### config.mk
export PLATFORM = sky130hd
export DESIGN_NAME = mdc_top
export DESIGN_NICKNAME = d
export VERILOG_FILES = /design/src/hw/mdc_top.v
export VERILOG_INCLUDE_DIRS = /design/src /design/src/hw
export SDC_FILE = /design/constraint.sdc
export NUM_CORES = 1
export LEC_CHECK = 0
export BUFFER_PORTS_ARGS = -buffer_cell sky130_fd_sc_hd__buf_2
export CAP_MARGIN = 20
export CELL_PAD_IN_SITES_DETAIL_PLACEMENT = 0
export CELL_PAD_IN_SITES_GLOBAL_PLACEMENT = 1
export CORE_MARGIN = 10
export CORE_UTILIZATION = 40
export DETAILED_ROUTE_END_ITERATION = 10
export MAX_ROUTING_LAYER = met4
export PLACE_DENSITY = 0.73
export SLEW_MARGIN = 20
export SYNTH_ARGS = -nofsm -noshare
export SYNTH_HDL_FRONTEND = slang
export SYNTH_SLANG_ARGS = --single-unit
### constraint.sdc
create_clock -name clk -period 1.65 [get_ports clk]
set_clock_uncertainty 0.2 [all_clocks]
set_input_delay 0.33 -clock clk [delete_from_list [all_inputs] [get_ports clk]]
set_output_delay 0.33 -clock clk [all_outputs]
set_load 0.03 [all_outputs]
### src/hw/mdc_defines.vh
// Constants for the multi-DAC control block: serial word layout,
// register fields, reset values and clear codes.
// Assumes inclusion by bare name from the design file.
`ifndef MDC_DEFINES_VH
`define MDC_DEFINES_VH

// ----------------------------------------------------------------
// Serial word layout
// ----------------------------------------------------------------
`define MDC_WORD_BITS 16
`define MDC_CNT_W 5
`define MDC_CNT_FULL 5'h10
`define MDC_CNT_OVER 5'h11
`define MDC_DATA_SEL_BIT 15
`define MDC_SEL_LO_BIT 14
`define MDC_SEL_HI_BIT 13
`define MDC_ADDR_HI_BIT 12
`define MDC_ADDR_LO_BIT 10
`define MDC_ADDR_MID_BIT 11

// ----------------------------------------------------------------
// System control fields
// ----------------------------------------------------------------
`define MDC_SYS_CODING_BIT 6
`define MDC_SYS_PD_N_BIT 5
`define MDC_SYS_CHANNEL_STANDBY_N_BIT 4
`define MDC_SYS_CLEAR_BIT 3

// ----------------------------------------------------------------
// Channel control fields
// ----------------------------------------------------------------
`define MDC_CH_BIAS_HI_BIT 9
`define MDC_CH_BIAS_LO_BIT 8
`define MDC_CH_CHANNEL_STANDBY_N_N_BIT 4
`define MDC_CH_CLEAR_BIT 3

// ----------------------------------------------------------------
// Data fields
// ----------------------------------------------------------------
`define MDC_MAIN_HI_BIT 9
`define MDC_MAIN_LO_BIT 0
`define MDC_TRIM_HI_BIT 9
`define MDC_TRIM_LO_BIT 2

// ----------------------------------------------------------------
// Reset values
// ----------------------------------------------------------------
`define MDC_RST_PD_N 1'h1
`define MDC_RST_ALL_CHANNEL_STANDBY_N 1'h1
`define MDC_RST_CODING 1'h0
`define MDC_RST_GCLEAR 1'h0
`define MDC_RST_CHANNEL_STANDBY_N_N 1'h1
`define MDC_RST_CH_CLEAR 1'h1
`define MDC_RST_BIAS 2'h0
`define MDC_RST_MAIN 10'h000
`define MDC_RST_TRIM 8'h00

// ----------------------------------------------------------------
// Clear codes: midscale in twos complement, bottom in offset binary
// ----------------------------------------------------------------
`define MDC_CLEAR_TWOS 10'h000
`define MDC_CLEAR_OFFSET 10'h000

`endif

### src/hw/mdc_top.v
// Control logic of a serially loaded quad or octal 10-bit DAC:
// serial input register, system and channel control, data and DAC
// registers. Assumes the serial pins and the load strobe come from
// outside the clk domain and are much slower than clk.
`include "mdc_defines.vh"

// Function
// RULE1 - Power-down bit low puts everything low power
// RULE2 - Registers retained while powered down
// RULE3 - One coding bit: 0 twos, 1 offset
// RULE4 - All-channel standby bit idles every DAC
// RULE5 - Global clear empties main data, DAC registers
// RULE6 - Clear gives midscale or bottom per coding
// RULE7 - Global clear leaves trim data untouched
// RULE8 - Address bits pick one channel
// RULE9 - Four channels: top address bit ignored
// RULE10 - Eight channels: all three address bits decoded
// RULE11 - Channel standby low idles addressed DAC only
// RULE12 - Channel clear hits addressed main DAC only
// RULE13 - Host follows channel clear with load strobe
// RULE14 - Two bias bits choose channel bias source
// RULE15 - Top word bit picks trim or main
// RULE16 - Trim holds eight bits, low two ignored
// RULE17 - Trim code follows selected input coding
// RULE18 - Select bits route system, channel or data
// RULE19 - Sample data MSB first on falling clock
// RULE20 - Load strobe low copies all data registers
// RULE21 - Commit only exactly sixteen-bit frames
module mdc_top #(
  parameter NUM_CHANNELS = 8
) (
  input wire clk,
  input wire rst_n,
  input wire frame_sync_n,
  input wire serial_clock_in,
  input wire serial_data_in,
  input wire load_outputs_n,
  output reg reference_on,
  output reg input_coding_select,
  output reg [NUM_CHANNELS-1:0] channel_active,
  output reg [NUM_CHANNELS*2-1:0] bias_select,
  output reg [NUM_CHANNELS*10-1:0] main_dac_code,
  output reg [NUM_CHANNELS*8-1:0] trim_dac_code
);

  // ----------------------------------------------------------------
  // Pin synchronisers and edge detection
  // ----------------------------------------------------------------
  reg [1:0] fs_sync;
  reg [1:0] sck_sync;
  reg [1:0] sdi_sync;
  reg [1:0] ld_sync;
  reg sck_last;
  reg fs_last;
  reg ld_last;
  wire sck_fall;
  wire frame_end;
  wire frame_start;
  wire load_fall;

  always @(posedge clk)
  begin
    if (!rst_n)
    begin
      fs_sync <= 2'h3;
      sck_sync <= 2'h3;
      sdi_sync <= 2'h0;
      ld_sync <= 2'h3;
      sck_last <= 1'h1;
      fs_last <= 1'h1;
      ld_last <= 1'h1;
    end
    else
    begin
      fs_sync <= {fs_sync[0], frame_sync_n};
      sck_sync <= {sck_sync[0], serial_clock_in};
      sdi_sync <= {sdi_sync[0], serial_data_in};
      ld_sync <= {ld_sync[0], load_outputs_n};
      sck_last <= sck_sync[1];
      fs_last <= fs_sync[1];
      ld_last <= ld_sync[1];
    end
  end

  assign sck_fall = sck_last & ~sck_sync[1] & ~fs_sync[1]; // [RULE19]
  // Frame edges seen on the synchronised level
  assign frame_start = fs_last & ~fs_sync[1];
  assign frame_end = ~fs_last & fs_sync[1];
  assign load_fall = ld_last & ~ld_sync[1]; // [RULE20]

  // ----------------------------------------------------------------
  // Input shift register
  // ----------------------------------------------------------------
  reg [`MDC_WORD_BITS-1:0] shift_word;
  reg [`MDC_CNT_W-1:0] bit_count;
  reg word_valid;
  reg [`MDC_WORD_BITS-1:0] word;

  always @(posedge clk)
  begin
    if (!rst_n)
    begin
      shift_word <= 16'h0000;
      bit_count <= 5'h00;
      word_valid <= 1'h0;
      word <= 16'h0000;
    end
    else
    begin
      word_valid <= 1'h0;
      if (frame_end)
      begin
        bit_count <= 5'h00;
        if (bit_count == `MDC_CNT_FULL) // [RULE21]
        begin
          word_valid <= 1'h1;
          word <= shift_word;
        end
      end
      else if (sck_fall)
      begin
        shift_word <= {shift_word[`MDC_WORD_BITS-2:0], sdi_sync[1]}; // [RULE19]
        // A seventeenth bit parks the count at over, so the word is refused
        if (frame_start)
          bit_count <= 5'h01;
        else if (bit_count != `MDC_CNT_OVER)
          bit_count <= bit_count + 5'h01; // [RULE21]
      end
      // Each frame counts from its own start
      else if (frame_start)
        bit_count <= 5'h00;
    end
  end

  // ----------------------------------------------------------------
  // Word decode
  // ----------------------------------------------------------------
  wire register_select_hi;
  wire register_select_lo;
  wire channel_address_hi;
  wire channel_address_mid;
  wire channel_address_lo;
  wire [2:0] channel_addr;
  wire wr_system;
  wire wr_channel;
  wire wr_main;
  wire wr_trim;
  wire [9:0] clear_code;
  wire coding_now;

  assign register_select_hi = word[`MDC_SEL_HI_BIT];
  assign register_select_lo = word[`MDC_SEL_LO_BIT];
  assign channel_address_hi = (NUM_CHANNELS > 4) ? word[`MDC_ADDR_HI_BIT] : 1'h0; // [RULE9] [RULE10]
  assign channel_address_mid = word[`MDC_ADDR_MID_BIT];
  assign channel_address_lo = word[`MDC_ADDR_LO_BIT];
  assign channel_addr = {channel_address_hi, channel_address_mid, channel_address_lo}; // [RULE8]

  // ----------------------------------------------------------------
  // Write strobes
  // ----------------------------------------------------------------
  assign wr_system = word_valid & ~register_select_hi & ~register_select_lo; // [RULE18]
  assign wr_channel = word_valid & ~register_select_hi & register_select_lo; // [RULE18]
  assign wr_main = word_valid & register_select_hi & ~word[`MDC_DATA_SEL_BIT]; // [RULE15]
  assign wr_trim = word_valid & register_select_hi & word[`MDC_DATA_SEL_BIT]; // [RULE15]

  // ----------------------------------------------------------------
  // System control register
  // ----------------------------------------------------------------
  reg power_down_n;
  reg all_channel_standby;
  reg global_soft_clear;
  wire global_clear_hit;

  always @(posedge clk)
  begin
    if (!rst_n)
    begin
      power_down_n <= `MDC_RST_PD_N;
      input_coding_select <= `MDC_RST_CODING;
      all_channel_standby <= `MDC_RST_ALL_CHANNEL_STANDBY_N;
      global_soft_clear <= `MDC_RST_GCLEAR;
    end
    else if (wr_system)
    begin
      power_down_n <= word[`MDC_SYS_PD_N_BIT]; // [RULE1]
      input_coding_select <= word[`MDC_SYS_CODING_BIT]; // [RULE3]
      all_channel_standby <= word[`MDC_SYS_CHANNEL_STANDBY_N_BIT]; // [RULE4]
      global_soft_clear <= word[`MDC_SYS_CLEAR_BIT]; // [RULE5]
    end
  end

  // Clearing acts on the write itself; the bit is kept for reference
  assign global_clear_hit = wr_system & word[`MDC_SYS_CLEAR_BIT]; // [RULE5]

  // ----------------------------------------------------------------
  // Clear code
  // ----------------------------------------------------------------
  // A write that clears and recodes at once uses its new coding
  assign coding_now = wr_system ? word[`MDC_SYS_CODING_BIT] : input_coding_select; // [RULE3] [RULE6]
  // Zero is midscale in twos complement and bottom in offset binary
  assign clear_code = coding_now ? `MDC_CLEAR_OFFSET : `MDC_CLEAR_TWOS; // [RULE6]

  always @(posedge clk)
  begin
    if (!rst_n)
      reference_on <= `MDC_RST_PD_N;
    else
      reference_on <= power_down_n; // [RULE1]
  end

  // ----------------------------------------------------------------
  // Per-channel control, data and DAC registers
  // ----------------------------------------------------------------
  genvar ch;
  generate
    for (ch = 0; ch < NUM_CHANNELS; ch = ch + 1)
    begin : g_chan
      reg channel_standby_n;
      reg channel_soft_clear;
      reg bias_source_hi;
      reg bias_source_lo;
      reg [9:0] main_data;
      reg [7:0] trim_data;
      wire hit;

      // Channel select, widened to compare against the loop index
      assign hit = ({29'h0, channel_addr} == ch); // [RULE8]

      always @(posedge clk)
      begin
        if (!rst_n)
        begin
          channel_standby_n <= `MDC_RST_CHANNEL_STANDBY_N_N;
          channel_soft_clear <= `MDC_RST_CH_CLEAR;
          {bias_source_hi, bias_source_lo} <= `MDC_RST_BIAS;
        end
        else if (wr_channel && hit)
        begin
          channel_standby_n <= word[`MDC_CH_CHANNEL_STANDBY_N_N_BIT]; // [RULE11]
          channel_soft_clear <= word[`MDC_CH_CLEAR_BIT]; // [RULE12]
          bias_source_hi <= word[`MDC_CH_BIAS_HI_BIT]; // [RULE14]
          bias_source_lo <= word[`MDC_CH_BIAS_LO_BIT]; // [RULE14]
        end
      end

      // Data registers keep their values through power down
      always @(posedge clk)
      begin
        if (!rst_n)
        begin
          main_data <= `MDC_RST_MAIN;
          trim_data <= `MDC_RST_TRIM;
        end
        else
        begin
          if (global_clear_hit)
            main_data <= clear_code; // [RULE5] [RULE7]
          else if (wr_main && hit)
            main_data <= word[`MDC_MAIN_HI_BIT:`MDC_MAIN_LO_BIT]; // [RULE2]
          if (wr_trim && hit)
            trim_data <= word[`MDC_TRIM_HI_BIT:`MDC_TRIM_LO_BIT]; // [RULE16]
        end
      end

      // DAC registers, loaded together on the strobe
      always @(posedge clk)
      begin
        if (!rst_n)
        begin
          main_dac_code[ch*10 +: 10] <= `MDC_RST_MAIN;
          trim_dac_code[ch*8 +: 8] <= `MDC_RST_TRIM;
        end
        else
        begin
          if (global_clear_hit)
            main_dac_code[ch*10 +: 10] <= clear_code; // [RULE5] [RULE6]
          else if (load_fall && channel_soft_clear)
            main_dac_code[ch*10 +: 10] <= clear_code; // [RULE12] [RULE13]
          else if (load_fall)
            main_dac_code[ch*10 +: 10] <= main_data; // [RULE20]
          // Trim code is passed raw; coding selects how it is read
          if (load_fall)
            trim_dac_code[ch*8 +: 8] <= trim_data; // [RULE17] [RULE20]
        end
      end

      always @(posedge clk)
      begin
        if (!rst_n)
        begin
          channel_active[ch] <= 1'h0;
          bias_select[ch*2 +: 2] <= `MDC_RST_BIAS;
        end
        else
        begin
          channel_active[ch] <= power_down_n & ~all_channel_standby & channel_standby_n; // [RULE1] [RULE4] [RULE11]
          bias_select[ch*2 +: 2] <= {bias_source_hi, bias_source_lo}; // [RULE14]
        end
      end
    end
  endgenerate

endmodule

==> results.cfg <==
[finish]
area.growth.synth_to_final_pct = 27.2
antenna_cells = 0
drive_gt1_frac = 0.228
design_area_sq_um = 18600
nets = 1773

[routing]
wl_um = 39900
drtIter0Drc = 716
ant_nets = 0
vias = 11700
wire_per_inst_um = 17.6
viasPerCell = 5.16
drc = 0
first_pass_iters = 7

[logic_synthesis]
syn-num-nets = 1589
ys_ff_latch = 397
async_flop_share = 0
ys_types = 39
yosysTopAreaCell = dfxtp_1
yosys-top-cells-area = dfxtp_1, nand2_1, mux2i_1
yosysWarnings = 0
yosysMostFrequentCell = dfxtp_1
syn_area_sq_um = 14600
synth_common_cells = dfxtp_1, nand2_1, o21ai_0
synthCells = 1580
syn_area_per_cell_sq_um = 9.27
synth_edf_count = 0
ys_seq_area_frac = 0.543
synth_flop_cell = dfxtp_1
synth.top_cell.area_share = 0.543

[placed_design]
gp_congestion = 0.805
dp_hpwl_um = 26400
port_buffers = 175
place_area_sq_um = 16700
post-place-ws_ns = -0.0723

[setup_path]
worstPathArrival_ns = 1.10
worst-path-stages = 1
critical_path.slowest_cell = dfxtp_1
critical_path_buf_inv_count = 1
crit_type = flip-flop to primary output
path_max_fanout = 2
critPathLaunchType = flip-flop
crit_required_ns = 1.12
cpPeakStageDelay_ns = 0.38
ff2ff_setup_slack_ns = 0.03
ff2ff_path_depth = 3
rr_endpoint = bit_count[2]
regToRegStartpoint = fs_sync[1]
crit_chain = buf_4
crit_path_end_kind = primary output
crit_family = flip-flops

[timing]
whs_ns = 0.202
hold_viol_final = 0
setup_ws_ns = 0.0211
slew_headroom = 0.689
finalMaxSlewViolations = 0
worst_slew_pin_slew_ns = 0.465
fin_tns_setup_ns = 0
setup_violations = 0
min_period_ns = 1.63
max_freq_ghz = 0.614
timing.final.crit_share = 0.987
rsz0062_at_grt = true

[die]
coreArea_sq_um = 36300
start_util = 0.403
io_pins = 176
dieWidth_um = 211
die_h_um = 211
placementRows = 70
die_area_sq_um = 44700

[power]
switching_share = 0.211
power_mw = 19.5
clockPowerShare = 0.488
power.share.sequential = 0.491
p_leak_nw = 6.85
powerDensity_nw_per_um2 = 1050
p_int_mw = 15.4
p_sw_mw = 4.13
ir_worst_vdd_mv = 0.670
power.share.combinational = 0.021

[global_routing]
grt_overflow_total = 0
top_usage_layer = met2
grt_pass1_wl_um = 63200
use_met2 = 0.293
antenna_found_initial = 0
grt_use_met3 = 0.0288
grt_usage = 0.178
grt_pass1_vias = 11500
grt_max_degree = 74
grt_util_met1 = 0.225

[clock_network]
cts_tree = built
clk_pin_slew_ns = 0.05
cts_root_buf = clkbuf_16
clk_latency_ns = 0.56
htreeDepth = 2
tritoncts.num_buffers = 43
cts_buffer_depth = 3
clock-sinks = 397

[worst_hold_path]
min_path_type = flip-flop to flip-flop
hp-start = sck_sync[0]
holdPathEnd = sck_sync[1]
hold_path_depth = 1

[job]
maxCapViolCount = 0

[outcome]
status = finished clean
==> worst max-delay path by stage <==
stage                 startpoint                endpoint  slack [ns]
2_1_floorplan           word[15]  g_chan[0].main_data[0]        0.03
3_3_place_gp          word_valid  g_chan[5].main_data[0]       0.005
3_5_place_dp          word_valid  g_chan[6].trim_data[3]       -0.07
4_1_cts             bit_count[0]                 word[3]       -0.02
5_1_grt             bit_count[1]            bit_count[3]       -0.02
6_report       main_dac_code[16]       main_dac_code[16]        0.02
==> area by class of cell <==
type                       instances  area (sq um)
multi-input combinational       1037          6220
clock inverter                    11           148
sequential                       397          7980
timing repair buffer             282          2400
clock buffer                      65          1280
fill                            3388         17700
inverter                           3          11.3
tap                              468           586
==> layout by cell type (no fill, tap or decap), types with 13 or more instances in the layout <==
master     count
nand2_1      327
dfxtp_2       22
nand3_1       63
buf_4        111
a21oi_1       83
o21ai_0      118
dfxtp_1      374
and2_1        26
nand3b_1      80
o2111ai_1     40
clkbuf_16     44
nand2b_1      13
o22ai_1       24
buf_6         22
clkbuf_4      19
buf_2         92
buf_12        32
a21boi_0      87
mux2i_1       83
==> registers in the layout, summed over array words and instances, names as in the netlist, 16 cells and up <==
| name | flops |
|---|---|
| g_chan.main_data | 80 |
| main_dac_code | 80 |
| word | 16 |
| g_chan.trim_data | 64 |
| bias_select | 16 |
| shift_word | 16 |
| trim_dac_code | 64 |
==> power groups by stage <==
| stage | combinational [mW] | clock [mW] | sequential [mW] |
|---|---|---|---|
| finish | 0.411 | 9.54 | 9.60 |
| global route | 0.446 | 10.2 | 9.59 |
| CTS | 0.401 | 9.78 | 9.60 |
| detailed placement | 0.391 | 0 | 9.81 |
| global placement | 0.390 | 0 | 9.81 |
| floorplan | 0.243 | 0 | 9.81 |
==> layer usage <==
metal	share of wire	wire, um	vias to the layer above
li1	-	-	5828
met1	0.46	18200	5563
met2	0.48	19300	233
met3	0.041	1650	44
met4	0.017	675	0
met5	0	0	-
==> through the flow <==
| stage | utilization | cells |
|---|---|---|
| CTS | 0.504 | 2258 |
| global route | 0.512 | 2263 |
| floorplan | - | 1580 |
| global placement | 0.459 | 2177 |
| finish | 0.512 | 2263 |
| detailed placement | 0.459 | 2177 |
==> cells by family after synthesis <==
kind of cell | Yosys count | synth area share
flops | 397 | 0.543
mux | 83 | 0.0567
compound gates | 379 | 0.161
buf+inv | 146 | 0.0414
simple gates | 572 | 0.196
fa+ha+maj | 3 | 0.00256
==> timing repair <==
| item | in CTS | in global routing |
|---|---|---|
| cloned | 0 | 3 |
| setup buffers | 0 | 2 |
| resized for setup | 72 | 119 |
| endpoints found under the setup margin | 92 | 201 |
| hold buffers | 5 | 0 |
| pin swaps | 3 | 9 |
| endpoints found under the hold margin | 15 | 0 |
Power figures use the tool's default switching activity.
